==> config.mk <==
export PLATFORM = sky130hd
export DESIGN_NAME = sar_adc_parallel_control
export DESIGN_NICKNAME = d
export VERILOG_FILES = /design/src/rtl/sar_ctl_pkg.sv /design/src/rtl/result_fifo.sv /design/src/rtl/sar_adc_parallel_control.sv
export VERILOG_INCLUDE_DIRS = /design/src /design/src/rtl
export SDC_FILE = /design/constraint.sdc
export NUM_CORES = 1
export LEC_CHECK = 0
export BUFFER_PORTS_ARGS = -buffer_cell sky130_fd_sc_hd__buf_2
export CELL_PAD_IN_SITES_DETAIL_PLACEMENT = 1
export CELL_PAD_IN_SITES_GLOBAL_PLACEMENT = 2
export CORE_MARGIN = 5
export CORE_UTILIZATION = 44
export DETAILED_ROUTE_END_ITERATION = 10
export PLACE_DENSITY = 0.89
export SYNTH_ARGS = -nofsm -noshare
export SYNTH_HDL_FRONTEND = slang
export SYNTH_SLANG_ARGS = --single-unit
==> constraint.sdc <==
create_clock -name clock_in -period 6.6 [get_ports clock_in]
set_input_delay 0.33 -clock clock_in [delete_from_list [all_inputs] [get_ports clock_in]]
set_output_delay 0.33 -clock clock_in [all_outputs]
set_load 0.05 [all_outputs]
==> src/rtl/sar_ctl_defines.svh <==
// Purpose: timing counts and widths for the converter control
// Assumes: 250 MHz clock_in, 4 ns period
// Notes: definitions only
`ifndef SAR_CTL_DEFINES_SVH
`define SAR_CTL_DEFINES_SVH
`define RESULT_WIDTH 12
`define CLK_PERIOD_NS 4
// conversion time, longest figure, in ns
`define CONV_TIME_NS 1250
`define CONV_CYCLES (`CONV_TIME_NS / `CLK_PERIOD_NS)
// cycles spent deciding one bit
`define BIT_CYCLES (`CONV_CYCLES / `RESULT_WIDTH)
`define FIFO_DEPTH 8
`define SAR_CLEAR 12'h000
`endif

==> src/rtl/sar_ctl_pkg.sv <==
// Purpose: shared types of the converter control
// Assumes: header sar_ctl_defines.svh
// Notes: types only
`include "sar_ctl_defines.svh"
package sar_ctl_pkg;
  typedef enum logic [1:0] {
    pwr_active_type_val,
    pwr_nap,
    pwr_sleep
  } power_mode_type;
  typedef struct packed {
    logic chip_select_n;
    logic convert_start_n;
    logic read_n;
    logic power_down_n;
    logic shutdown_depth_select;
  } host_pins_type;
endpackage

==> src/rtl/result_fifo.sv <==
// Purpose: small word buffer for conversion results
// Assumes: one clock, synchronous active-high reset
// Notes: valid/ready both sides, honest full and empty
`timescale 1ns/1ns
module result_fifo #(
  parameter int WIDTH = 12,
  parameter int DEPTH = 8
) (
  // clock and reset
  input wire logic clock_in,
  input wire logic reset_in,
  // fill side
  input wire logic [WIDTH-1:0] fill_data_in,
  input wire logic fill_valid_in,
  output logic fill_ready_out,
  // drain side
  output logic [WIDTH-1:0] drain_data_out,
  output logic drain_valid_out,
  input wire logic drain_ready_in
);
  localparam int AW = $clog2(DEPTH);
  logic [WIDTH-1:0] mem_reg [DEPTH];
  logic [AW-1:0] wr_reg, wr_next, rd_reg, rd_next;
  logic [AW:0] count_reg, count_next;
  logic push, pop;
  logic [WIDTH-1:0] head_reg, head_next;
  logic valid_reg, valid_next;
  // ==========================================
  // pointer and count update
  always_comb begin
    push = fill_valid_in && (count_reg != (AW+1)'(DEPTH));
    pop = drain_ready_in && (count_reg != '0);
    wr_next = push ? AW'(wr_reg + 1'b1) : wr_reg;
    rd_next = pop ? AW'(rd_reg + 1'b1) : rd_reg;
    count_next = count_reg + (AW+1)'(push) - (AW+1)'(pop);
    valid_next = (count_next != '0);
    // a word written into the head slot is passed straight through
    head_next = (push && wr_reg == rd_next) ? fill_data_in : mem_reg[rd_next];
  end
  always_ff @(posedge clock_in) begin
    if (reset_in) begin
      wr_reg <= '0;
      rd_reg <= '0;
      count_reg <= '0;
      valid_reg <= 1'b0;
      head_reg <= '0;
    end else begin
      wr_reg <= wr_next;
      rd_reg <= rd_next;
      count_reg <= count_next;
      valid_reg <= valid_next;
      head_reg <= head_next;
    end
  end
  // storage has no reset, only valid words are read
  always_ff @(posedge clock_in) begin
    if (push) begin
      mem_reg[wr_reg] <= fill_data_in;
    end
  end
  assign fill_ready_out = (count_reg != (AW+1)'(DEPTH));
  // drain side straight from flops, same timing as the count
  assign drain_valid_out = valid_reg;
  assign drain_data_out = head_reg;
endmodule

==> src/rtl/sar_adc_parallel_control.sv <==
// Purpose: conversion sequencer and three-state result port
// Assumes: comparator decision arrives as a level on compare_in
// Notes: no reset pin in the part; reset_in only sets idle state
`timescale 1ns/1ns
`include "sar_ctl_defines.svh"
//
// Contract
// - depth select low sleep, high nap
// - power down low enters chosen mode
// - drive result only with read and select
// - conversion starts on convert start fall
// - strobes ignored unless select low
// - busy low through whole conversion
// - result valid by busy rising edge
// - bit register cleared at conversion start
// - no restart once a conversion began
// - bits decided msb first to lsb
// - finished word copied into output latches
// - result is positive minus negative input
// - conversion timed by own internal clock
// - two's complement, lsb is span/4096
module sar_adc_parallel_control (
  // clock and reset
  input wire logic clock_in,
  input wire logic reset_in,
  // host pins, asynchronous to clock_in
  input wire sar_ctl_pkg::host_pins_type host_pins_in,
  // comparator: high when (pos - neg) is at or above dac trial
  input wire logic compare_in,
  // result fifo drain
  input wire logic stream_ready_in,
  output logic [`RESULT_WIDTH-1:0] stream_data_out,
  output logic stream_valid_out,
  // pins out
  output logic busy_n_out,
  output logic [`RESULT_WIDTH-1:0] result_bus_out,
  output logic result_bus_oe_out,
  output logic [`RESULT_WIDTH-1:0] dac_trial_out,
  output logic [1:0] power_mode_out
);
  typedef enum logic [1:0] {idle_st, convert_st, load_st} state_type;
  localparam int PW = $bits(sar_ctl_pkg::host_pins_type);
  localparam int CW = $clog2(`BIT_CYCLES + 1);

  // ==========================================
  // pin synchroniser, three stages
  logic [PW-1:0] sync1_reg, sync2_reg, sync3_reg, stable_reg, stable_next;
  sar_ctl_pkg::host_pins_type pins, pins_prev;
  always_ff @(posedge clock_in) begin
    if (reset_in) begin
      sync1_reg <= {PW{1'b1}};
      sync2_reg <= {PW{1'b1}};
      sync3_reg <= {PW{1'b1}};
      stable_reg <= {PW{1'b1}};
    end else begin
      sync1_reg <= host_pins_in;
      sync2_reg <= sync1_reg;
      sync3_reg <= sync2_reg;
      stable_reg <= stable_next;
    end
  end
  // a bit follows stage two where two and three agree, else holds;
  // each bit on its own, so one pin in motion never stalls the rest
  always_comb begin
    stable_next = (sync2_reg & ~(sync2_reg ^ sync3_reg)) |
      (stable_reg & (sync2_reg ^ sync3_reg));
  end
  assign pins = sar_ctl_pkg::host_pins_type'(stable_next);
  assign pins_prev = sar_ctl_pkg::host_pins_type'(stable_reg);

  // strobe qualification
  logic start_fall, read_on;
  always_comb begin
    start_fall = !pins.chip_select_n && pins_prev.convert_start_n &&
      !pins.convert_start_n;
    read_on = !pins.chip_select_n && !pins.read_n;
  end

  // ==========================================
  // power mode
  sar_ctl_pkg::power_mode_type mode_reg, mode_next;
  always_comb begin
    if (pins.power_down_n) begin
      mode_next = sar_ctl_pkg::pwr_active_type_val;
    end else if (pins.shutdown_depth_select) begin
      mode_next = sar_ctl_pkg::pwr_nap;
    end else begin
      mode_next = sar_ctl_pkg::pwr_sleep;
    end
  end
  always_ff @(posedge clock_in) begin
    if (reset_in) begin
      mode_reg <= sar_ctl_pkg::pwr_active_type_val;
    end else begin
      mode_reg <= mode_next;
    end
  end

  // ==========================================
  // successive approximation sequencer
  state_type state_reg, state_next;
  logic [`RESULT_WIDTH-1:0] sar_reg, sar_next, latch_reg, latch_next;
  logic [3:0] bit_reg, bit_next;
  logic [CW-1:0] tick_reg, tick_next;
  logic busy_n_reg, busy_n_next, push_reg, push_next;
  logic fill_ready;

  // trial word: decided bits plus current trial bit
  function automatic logic [`RESULT_WIDTH-1:0] trial(
    input logic [`RESULT_WIDTH-1:0] sar, input logic [3:0] idx);
    trial = sar | (`RESULT_WIDTH'(1) << idx);
  endfunction

  always_comb begin
    state_next = state_reg;
    sar_next = sar_reg;
    latch_next = latch_reg;
    bit_next = bit_reg;
    tick_next = tick_reg;
    busy_n_next = busy_n_reg;
    push_next = 1'b0;
    case (state_reg)
      idle_st: begin
        // converter in nap or sleep does not start
        if (start_fall && mode_reg == sar_ctl_pkg::pwr_active_type_val) begin
          state_next = convert_st;
          sar_next = `SAR_CLEAR;
          bit_next = 4'(`RESULT_WIDTH - 1);
          tick_next = '0;
          busy_n_next = 1'b0;
        end
      end
      convert_st: begin
        if (tick_reg == CW'(`BIT_CYCLES - 1)) begin
          tick_next = '0;
          sar_next = compare_in ? trial(sar_reg, bit_reg) : sar_reg;
          if (bit_reg == 4'h0) begin
            state_next = load_st;
          end else begin
            bit_next = bit_reg - 4'h1;
          end
        end else begin
          tick_next = CW'(tick_reg + 1'b1);
        end
      end
      load_st: begin
        latch_next = {~sar_reg[`RESULT_WIDTH-1], sar_reg[`RESULT_WIDTH-2:0]};
        push_next = 1'b1;
        state_next = idle_st;
        busy_n_next = 1'b1;
      end
      default: state_next = idle_st;
    endcase
  end
  always_ff @(posedge clock_in) begin
    if (reset_in) begin
      state_reg <= idle_st;
      sar_reg <= `SAR_CLEAR;
      latch_reg <= `SAR_CLEAR;
      bit_reg <= 4'h0;
      tick_reg <= '0;
      busy_n_reg <= 1'b1;
      push_reg <= 1'b0;
    end else begin
      state_reg <= state_next;
      sar_reg <= sar_next;
      latch_reg <= latch_next;
      bit_reg <= bit_next;
      tick_reg <= tick_next;
      busy_n_reg <= busy_n_next;
      push_reg <= push_next;
    end
  end

  // ==========================================
  // three-state result port
  logic [`RESULT_WIDTH-1:0] bus_reg, bus_next, dac_reg, dac_next;
  logic oe_reg, oe_next;
  always_comb begin
    oe_next = read_on;
    bus_next = read_on ? latch_next : `SAR_CLEAR;
    dac_next = (state_next == convert_st) ? trial(sar_next, bit_next) : `SAR_CLEAR;
  end
  always_ff @(posedge clock_in) begin
    if (reset_in) begin
      oe_reg <= 1'b0;
      bus_reg <= `SAR_CLEAR;
      dac_reg <= `SAR_CLEAR;
    end else begin
      oe_reg <= oe_next;
      bus_reg <= bus_next;
      dac_reg <= dac_next;
    end
  end

  // result stream; a full buffer drops the newest word
  result_fifo #(.WIDTH(`RESULT_WIDTH), .DEPTH(`FIFO_DEPTH)) u_fifo (
    .clock_in(clock_in),
    .reset_in(reset_in),
    .fill_data_in(latch_reg),
    .fill_valid_in(push_reg),
    .fill_ready_out(fill_ready),
    .drain_data_out(stream_data_out),
    .drain_valid_out(stream_valid_out),
    .drain_ready_in(stream_ready_in)
  );

  assign busy_n_out = busy_n_reg;
  assign result_bus_out = bus_reg;
  assign result_bus_oe_out = oe_reg;
  assign dac_trial_out = dac_reg;
  assign power_mode_out = mode_reg;

  // ==========================================
  // assertions
  property p_oe_needs_read;
    @(posedge clock_in) disable iff (reset_in)
    result_bus_oe_out |-> $past(read_on);
  endproperty
  a_oe_needs_read: assert property (p_oe_needs_read) else $error("bus driven without read");
  property p_busy_on_start;
    @(posedge clock_in) disable iff (reset_in)
    (state_reg == idle_st && start_fall && mode_reg == sar_ctl_pkg::pwr_active_type_val)
      |=> !busy_n_out;
  endproperty
  a_busy_on_start: assert property (p_busy_on_start) else $error("start did not lower busy");
  property p_busy_low_in_conv;
    @(posedge clock_in) disable iff (reset_in)
    (state_reg == convert_st) |-> !busy_n_reg;
  endproperty
  a_busy_low_in_conv: assert property (p_busy_low_in_conv) else $error("busy high mid conversion");
  property p_data_at_busy_rise;
    @(posedge clock_in) disable iff (reset_in)
    $rose(busy_n_out) |-> push_reg && latch_reg == {~$past(sar_reg[11]), $past(sar_reg[10:0])};
  endproperty
  a_data_at_busy_rise: assert property (p_data_at_busy_rise) else $error("data not ready");
  property p_clear_at_start;
    @(posedge clock_in) disable iff (reset_in)
    $fell(busy_n_out) |-> sar_reg == `SAR_CLEAR && bit_reg == 4'hB;
  endproperty
  a_clear_at_start: assert property (p_clear_at_start) else $error("register not cleared");
  property p_no_restart;
    @(posedge clock_in) disable iff (reset_in)
    (state_reg == convert_st && bit_reg != 4'hB) |=> bit_reg != 4'hB;
  endproperty
  a_no_restart: assert property (p_no_restart) else $error("conversion restarted");
  property p_bit_order;
    @(posedge clock_in) disable iff (reset_in)
    (state_reg == convert_st && $past(state_reg) == convert_st && $changed(bit_reg))
      |-> bit_reg == $past(bit_reg) - 4'h1;
  endproperty
  a_bit_order: assert property (p_bit_order) else $error("bit order broken");
  property p_power_mode;
    @(posedge clock_in) disable iff (reset_in)
    (!pins.power_down_n) |=> power_mode_out != sar_ctl_pkg::pwr_active_type_val;
  endproperty
  a_power_mode: assert property (p_power_mode) else $error("shutdown not entered");
  property p_depth_choice;
    @(posedge clock_in) disable iff (reset_in)
    (!pins.power_down_n) |=> power_mode_out == ($past(pins.shutdown_depth_select) ?
      sar_ctl_pkg::pwr_nap : sar_ctl_pkg::pwr_sleep);
  endproperty
  a_depth_choice: assert property (p_depth_choice) else $error("wrong shutdown depth");
  property p_busy_idle;
    @(posedge clock_in) disable iff (reset_in)
    (state_reg == idle_st) |-> busy_n_out;
  endproperty
  a_busy_idle: assert property (p_busy_idle) else $error("busy low while idle");
  property p_select_gates;
    @(posedge clock_in) disable iff (reset_in)
    (pins.chip_select_n && state_reg == idle_st) |=> busy_n_out && !result_bus_oe_out;
  endproperty
  a_select_gates: assert property (p_select_gates) else $error("strobe taken unselected");
  property p_bit_pace;
    @(posedge clock_in) disable iff (reset_in)
    (state_reg == convert_st) |-> tick_reg < CW'(`BIT_CYCLES);
  endproperty
  a_bit_pace: assert property (p_bit_pace) else $error("bit period overrun");
  property p_load_push;
    @(posedge clock_in) disable iff (reset_in)
    (state_reg == load_st) |=> push_reg && state_reg == idle_st;
  endproperty
  a_load_push: assert property (p_load_push) else $error("finished word not passed on");
  c_conversion: cover property (@(posedge clock_in) disable iff (reset_in) $rose(busy_n_out));
  c_read: cover property (@(posedge clock_in) disable iff (reset_in) $rose(result_bus_oe_out));
  c_nap: cover property (@(posedge clock_in) disable iff (reset_in)
    power_mode_out == sar_ctl_pkg::pwr_nap);
  c_drop: cover property (@(posedge clock_in) disable iff (reset_in)
    push_reg && !fill_ready);
endmodule

==> run summary, run 1 <==
Fillers: 2074
Yosys reg bits: 203
Slew headroom: 0.162
R2R setup slack: 2.67 ns
max incr delay on CP: 0.73 ns
largest net degree at the start of global routing: 92
Critical R2R Launch: u_fifo.count_reg[2]$_SDFF_PP0_
Max FO, Critical Path: 91
Setup crit start kind: flip-flop
DRC viols: 0
first-pass GRT wire length: 34.4 mm
post-layout instance area: 0.00986 mm^2
gr ovfl total: 0
Slew @ Worst Pin: 1.25 ns
sequential share of the synthesized area: 0.581
antenna cell count: 0
DPL Wire Length: 13.7 mm
core box area: 0.0194 mm^2
Ys Warns: 0
CTS resizes: 0
global placement routability congestion: 0.821
clock insertion delay at the later pin of the skew report: 0.51 ns
CP arrival: 4.30 ns
Final Cycle Share: 0.596
syn nets: 778
Final Setup Violations: 0
status: finished, final reports clean
first-pass iteration count of the detailed router: 5
CTS root buf: clkbuf_16
Peak VDD IR: 0.234 mV
Synth Cell Area: 0.00865 mm^2
Total Neg Setup Slack: 0 ns
Num CTS Buffers: 21
Syn Inst Count: 753
Final ANT Viol Nets: 0
Netlist cell types: 54
Max Clock Freq: 254 MHz
maxcap violations: 0
ys flop type: dfxtp_1
leakage: 3.60 nW
Final #Nets: 813
routed vias/inst: 5.63
RSZ-0062 raised after global routing: no
H-tree depth reported by CTS: 1
Final Max Slew Viols: 0
Synth Area per Inst: 11.5 um^2
Hold Crit Class: primary input to flip-flop
Async SR Flop Fraction: 0
initial antenna violation count: 0
iteration-0 DRC count of the detailed router: 331
vias in the first global route: 6482
vias after detailed routing: 6014
Initial Utilization: 0.446
DR WL/cell: 20.0 um
routed wire length: 21.4 mm
I/O Buffers: 49
Area growth syn-to-layout: 13.9%
CTS tree: done
reg2reg end: u_fifo.drain_valid_out$_SDFF_PP0_
R2R cell count: 14
Worst Setup SP: u_fifo.count_reg[2]$_SDFF_PP0_
I/O pin total: 50
area after detailed placement: 0.00912 mm^2
Final Power: 3.67 mW
CP endpoint: u_fifo.drain_valid_out$_SDFF_PP0_
CP cell instances: inv_1, ha_1, or3b_1, nand2_2, buf_4, inv_1, ha_1, inv_1, ha_1, inv_1, fa_1, xor2_1, nor2_1, or4_1
max reg flops: 96
clock skew: 0.0238 ns
crit end category: flip-flop
critical path data required time: 6.97 ns
Max Root-Sink Buffers: 3
total track usage: 0.192
min cycle time layout: 3.93 ns
DIE WIDTH: 150 um
die height: 150 um
Critical-path top delay cell: buf_4
number of synthesized flops with an enable pin: 96
cell mode on critical path: inv_1
kind of critical path: flip-flop to flip-flop
Sink Count: 203
row count: 51
clock transition at the registers of the reported paths: 0.06 ns
die area: 0.0226 mm^2
layout cell share with drive strength beyond 1: 0.158
pwr dens: 372 mW/mm^2
Hold Fails Final Rpt: 0
layout make-up:
class	count	area, um^2	area share
clock buffer	33	674	0.0684
clock inverter	5	36.3	0.00368
inverter	16	60.1	0.00609
multi-input combinational	482	3360	0.341
sequential	203	5030	0.510
tap	265	332	0.0336
timing repair buffer	64	365	0.0371
synth_stat cells, types with 4 or more instances:
library cell    n  area (um^2)
a211oi_1       45          338
a21oi_1        60          300
a22oi_1        34          255
a311oi_1        8         70.1
buf_1           6         22.5
clkbuf_1       41          154
dfxtp_1       107         2140
edfxtp_1       96         2880
ha_1           15          188
inv_1          16         60.1
mux2i_1        60          601
mux4_2          4         90.1
nand2_1        15         56.3
nand2b_1        7         43.8
nand3_1         6         30.0
nor2_1         80          300
nor2b_1        52          325
nor3_1         13         65.1
o22ai_1        10         62.6
or2_2          18          113
xor2_1          4         35.0
critical path: cells and delay by family (launching register included):
family / cells / cell delay, ns
xor gates and xnor gates: 1 / 0.17
adders and majority gates: 4 / 1.08
buffers and inverters: 5 / 1.13
DFF: 1 / 0.30
and+or+nand+nor: 4 / 1.12
cell families (layout without fill, tap and decap cells):
logic type / Yosys count / after routing / share of synthesized area
buf+inv: 68 / 118 / 0.0327
simple gates: 214 / 214 / 0.129
xor+xnor: 8 / 8 / 0.00969
flops: 203 / 203 / 0.581
compound gates: 177 / 177 / 0.140
mux: 65 / 65 / 0.0811
fa+ha+maj: 18 / 18 / 0.0263
where the power goes:
group          internal, mW  switching [mW]  leakage, nW
Sequential             1.37          0.0371         1.76
Combinational         0.364           0.711         1.49
Clock                 0.707           0.480        0.351
Total                  2.44            1.23         3.60
metal layers:
layer  vias to the layer above  global-route usage  wire [um]
li1                       2840                   -          -
met3                        47              0.0232        785
met4                         0              0.0677        579
met5                         -                   0          0
met2                       125               0.353      11000
met1                      3002               0.231       9000
cells in the final DEF (no fill, tap or decap), types with 5 or more instances in the layout:
| cell | count |
|---|---|
| dfxtp_1 | 106 |
| edfxtp_1 | 96 |
| nor2_1 | 80 |
| mux2i_1 | 60 |
| a21oi_1 | 60 |
| nor2b_1 | 52 |
| buf_2 | 49 |
| a211oi_1 | 45 |
| a22oi_1 | 34 |
| clkbuf_16 | 24 |
| or2_2 | 18 |
| inv_1 | 16 |
| nand2_1 | 14 |
| ha_1 | 14 |
| nor3_1 | 13 |
| buf_4 | 12 |
| o22ai_1 | 10 |
| a311oi_1 | 8 |
| nand2b_1 | 7 |
| nand3_1 | 6 |
| clkbuf_1 | 5 |
worst min-delay path by stage:
stage / end / depth (start not counted) / start
2_1_floorplan: sync2_reg[0]$_SDFF_PP1_ / 1 / sync1_reg[0]$_SDFF_PP1_
3_3_place_gp: sync2_reg[1]$_SDFF_PP1_ / 1 / sync1_reg[1]$_SDFF_PP1_
3_5_place_dp: sync2_reg[3]$_SDFF_PP1_ / 1 / sync1_reg[3]$_SDFF_PP1_
4_1_cts: sync1_reg[0]$_SDFF_PP1_ / 2 / host_pins_in[0]
5_1_grt: sync1_reg[0]$_SDFF_PP1_ / 2 / host_pins_in[0]
6_report: sync1_reg[0]$_SDFF_PP1_ / 2 / host_pins_in[0]
stage by stage:
step / util / instances / worst slack, ns / hold WS, ns
final: 0.508 / 1068 / 2.67 / 0.0227
after global routing: 0.508 / 1068 / 2.44 / 0.0262
after CTS: 0.508 / 1068 / 2.66 / 0.00106
after detailed placement: 0.470 / 1027 / 2.67 / 0.399
after global placement: 0.470 / 1027 / 2.83 / 0.392
after floorplan: - / 753 / 3.28 / 0.389
what timing repair did:
item                      in CTS  in global routing
hold buffers                   3                  0
hold endpoints to repair       3                  0
buffers inserted               0                  0
Power figures use the tool's default switching activity.
==> inputs of run 2 (changes only) <==
Settings changed: CORE_UTILIZATION 44 to 37, PLACE_DENSITY 0.89 to 0.8.
Clock period 6.6 ns to 3.3 ns, I/O delays scaled along.
==> run summary, run 2 (synthesis gave the netlist of run 1 again) <==
non-filler instance count after layout: 1135 (+6.3%)
Initial Utilization: 0.372 (-0.0741)
DRT met1 WL: 8.79 mm (-2.4%)
Layout Utilization: 0.434 (-0.0743)
clock transition at the registers of the reported paths: 0.06 ns (about the same)
Final Cycle Share: 0.956 (+0.360)
Setup crit start kind: flip-flop
initial antenna violation count: 0 (unchanged)
clock insertion delay at the later pin of the skew report: 0.51 ns (about the same)
Crit path depth: 13 (-1)
area after detailed placement: 0.00924 mm^2 (+1.4%)
commonest cells after routing, fill and taps aside: dfxtp_1, edfxtp_1, nor2_1, mux2i_1, a21oi_1
leakage: 3.69 nW (+2.6%)
R2R cell count: 13 (-1)
DIE WIDTH: 163 um (+8.4%)
layout cell share with drive strength beyond 1: 0.167 (+0.00851)
Hold Crit Class: primary input to flip-flop
post-layout instance area: 0.0101 mm^2 (+2.4%)
setup bufs post-CTS: 0 (unchanged)
iteration-0 DRC count of the detailed router: 267 (-19%)
Final Setup Violations: 0 (unchanged)
clock skew: 0.0189 ns (-0.00498 ns)
vias after detailed routing: 6074 (+1.0%)
pwr dens: 757 mW/mm^2 (+100%)
die height: 163 um (+8.4%)
I/O pin total: 50 (unchanged)
first-pass iteration count of the detailed router: 5 (unchanged)
Highest Signal Layer: met4
Max Root-Sink Buffers: 3 (unchanged)
gr ovfl total: 0 (unchanged)
Area growth syn-to-layout: 16.7%
maxcap violations: 0 (unchanged)
CTS root buf: clkbuf_16
global placement routability congestion: 0.768 (-6.5%)
commonest non-fill, non-tap cell in the layout: dfxtp_1
placed cells: 1090 (+6.1%)
CP arrival: 3.52 ns (-0.78 ns)
Max FO, Critical Path: 3 (-97%)
routed wire length: 21.6 mm (+0.84%)
CTS tree: done
H-tree depth reported by CTS: 1 (unchanged)
crit end category: flip-flop
cell mode on critical path: inv_1
Slew @ Worst Pin: 0.939 ns (-0.315 ns)
Sink Count: 203 (unchanged)
Final Max Slew Viols: 0 (unchanged)
die area: 0.0265 mm^2 (+18%)
critical path data required time: 3.67 ns (-3.30 ns)
first-pass GRT wire length: 34.6 mm (+0.74%)
status: finished, final reports clean
Peak VDD IR: 0.722 mV (+210%)
Slew headroom: 0.374 (+0.212)
min cycle time layout: 3.15 ns (-0.778 ns)
kind of critical path: flip-flop to flip-flop
CP Buf/Inv Count: 4 (-1)
antenna cell count: 0 (unchanged)
met3 wire length: 905 um (+15%)
met2 WL: 11.3 mm (+2.4%)
Num CTS Buffers: 22 (+4.8%)
row count: 56 (+9.8%)
worst hold path depth: 2 (unchanged)
core box area: 0.0233 mm^2 (+20%)
routed vias/inst: 5.35 (-5.0%)
I/O Buffers: 49 (unchanged)
Final ANT Viol Nets: 0 (unchanged)
max reg flops: 96 (unchanged)
CP delay by family, top: simple AND/OR/NAND/NOR gates
DRC viols: 0 (unchanged)
vias in the first global route: 6604 (+1.9%)
DPL Wire Length: 14.2 mm (+3.9%)
total track usage: 0.162 (-0.0298)
DR WL/cell: 19.0 um (-5.1%)
max incr delay on CP: 0.53 ns (-0.20 ns)
largest net degree at the start of global routing: 91 (-1.1%)
CP cell instances: inv_1, ha_1, or3b_1, nand2_2, inv_1, ha_1, inv_1, ha_1, inv_1, fa_1, xor2_1, nor2_1, or4_1
Final #Nets: 825 (+1.5%)
RSZ-0062 raised after global routing: no
Max Clock Freq: 317 MHz (+25%)
Critical-path top delay cell: or4_1
Hold Fails Final Rpt: 0 (unchanged)
Total Neg Setup Slack: 0 ns (unchanged)
run 2: cell types whose count changed in the layout (fill, tap and decap cells not counted):
cell / previous run / this run
dlygate4sd3_1: 3 / 5
inv_6: 1 / 0
buf_4: 12 / 21
bufinv_16: 0 / 3
nor4_4: 1 / 0
nor4_2: 0 / 1
clkbuf_16: 24 / 26
clkbuf_8: 4 / 1
clkinv_4: 2 / 1
clkbuf_1: 5 / 7
run 2: path summary, 6_finish.rpt:
| kind | from | slack, ns | end |
|---|---|---|---|
| max | u_fifo.count_reg[2]$_SDFF_PP0_ | 0.15 | u_fifo.drain_valid_out$_SDFF_PP0_ |
| min | reset_in | 0.17 | bit_reg[1]$_SDFF_PP0_ |
| max reg2reg | u_fifo.count_reg[2]$_SDFF_PP0_ | 0.15 | u_fifo.drain_valid_out$_SDFF_PP0_ |
| min reg2reg | sync1_reg[2]$_SDFF_PP1_ | 0.41 | sync2_reg[2]$_SDFF_PP1_ |
run 2: what timing repair did:
item / CTS / global route
resized for setup: 0 / 0
hold buffers: 5 / 0
hold endpoints to repair: 5 / 0
run 2: cell type report:
cell class                 instances  area [um^2]
clock inverter                     6          109
fill                            2553        13200
tap                              319          399
inverter                          16         60.1
multi-input combinational        482         3360
clock buffer                      34          691
timing repair buffer              75          453
sequential                       203         5030
run 2: power breakdown:
group	switching (mW)	total [mW]	internal, mW	leakage [nW]
logic	1.43	2.18	0.751	1.54
registers	0.0591	2.79	2.73	1.76
clock network	0.982	2.66	1.68	0.390
total	2.47	7.64	5.17	3.69
run 2: layer usage:
layer	GRT usage	up-vias
met5	0	-
met4	0.0549	0
met3	0.0251	50
met2	0.302	116
met1	0.189	3053
li1	-	2855
run 2: metrics by stage:
stage / hold slack [ns] / total power, mW / setup slack [ns]
final: 0.173 / 7.64 / 0.146
after floorplan: 0.269 / 4.54 / 0.0807
after global routing: 0.193 / 8.01 / 0.0101
after detailed placement: 0.354 / 5.02 / 0.143
after global placement: 0.350 / 4.88 / 0.324
after CTS: 0.168 / 7.71 / 0.124
run 2: worst reg2reg max path, delay by kind of cell, from the launching register on:
kind / cells / cell delay (ns)
DFF: 1 / 0.30
adders and majority gates: 4 / 1.06
and+or+nand+nor: 4 / 1.17
buffers and inverters: 4 / 0.32
xor gates and xnor gates: 1 / 0.17
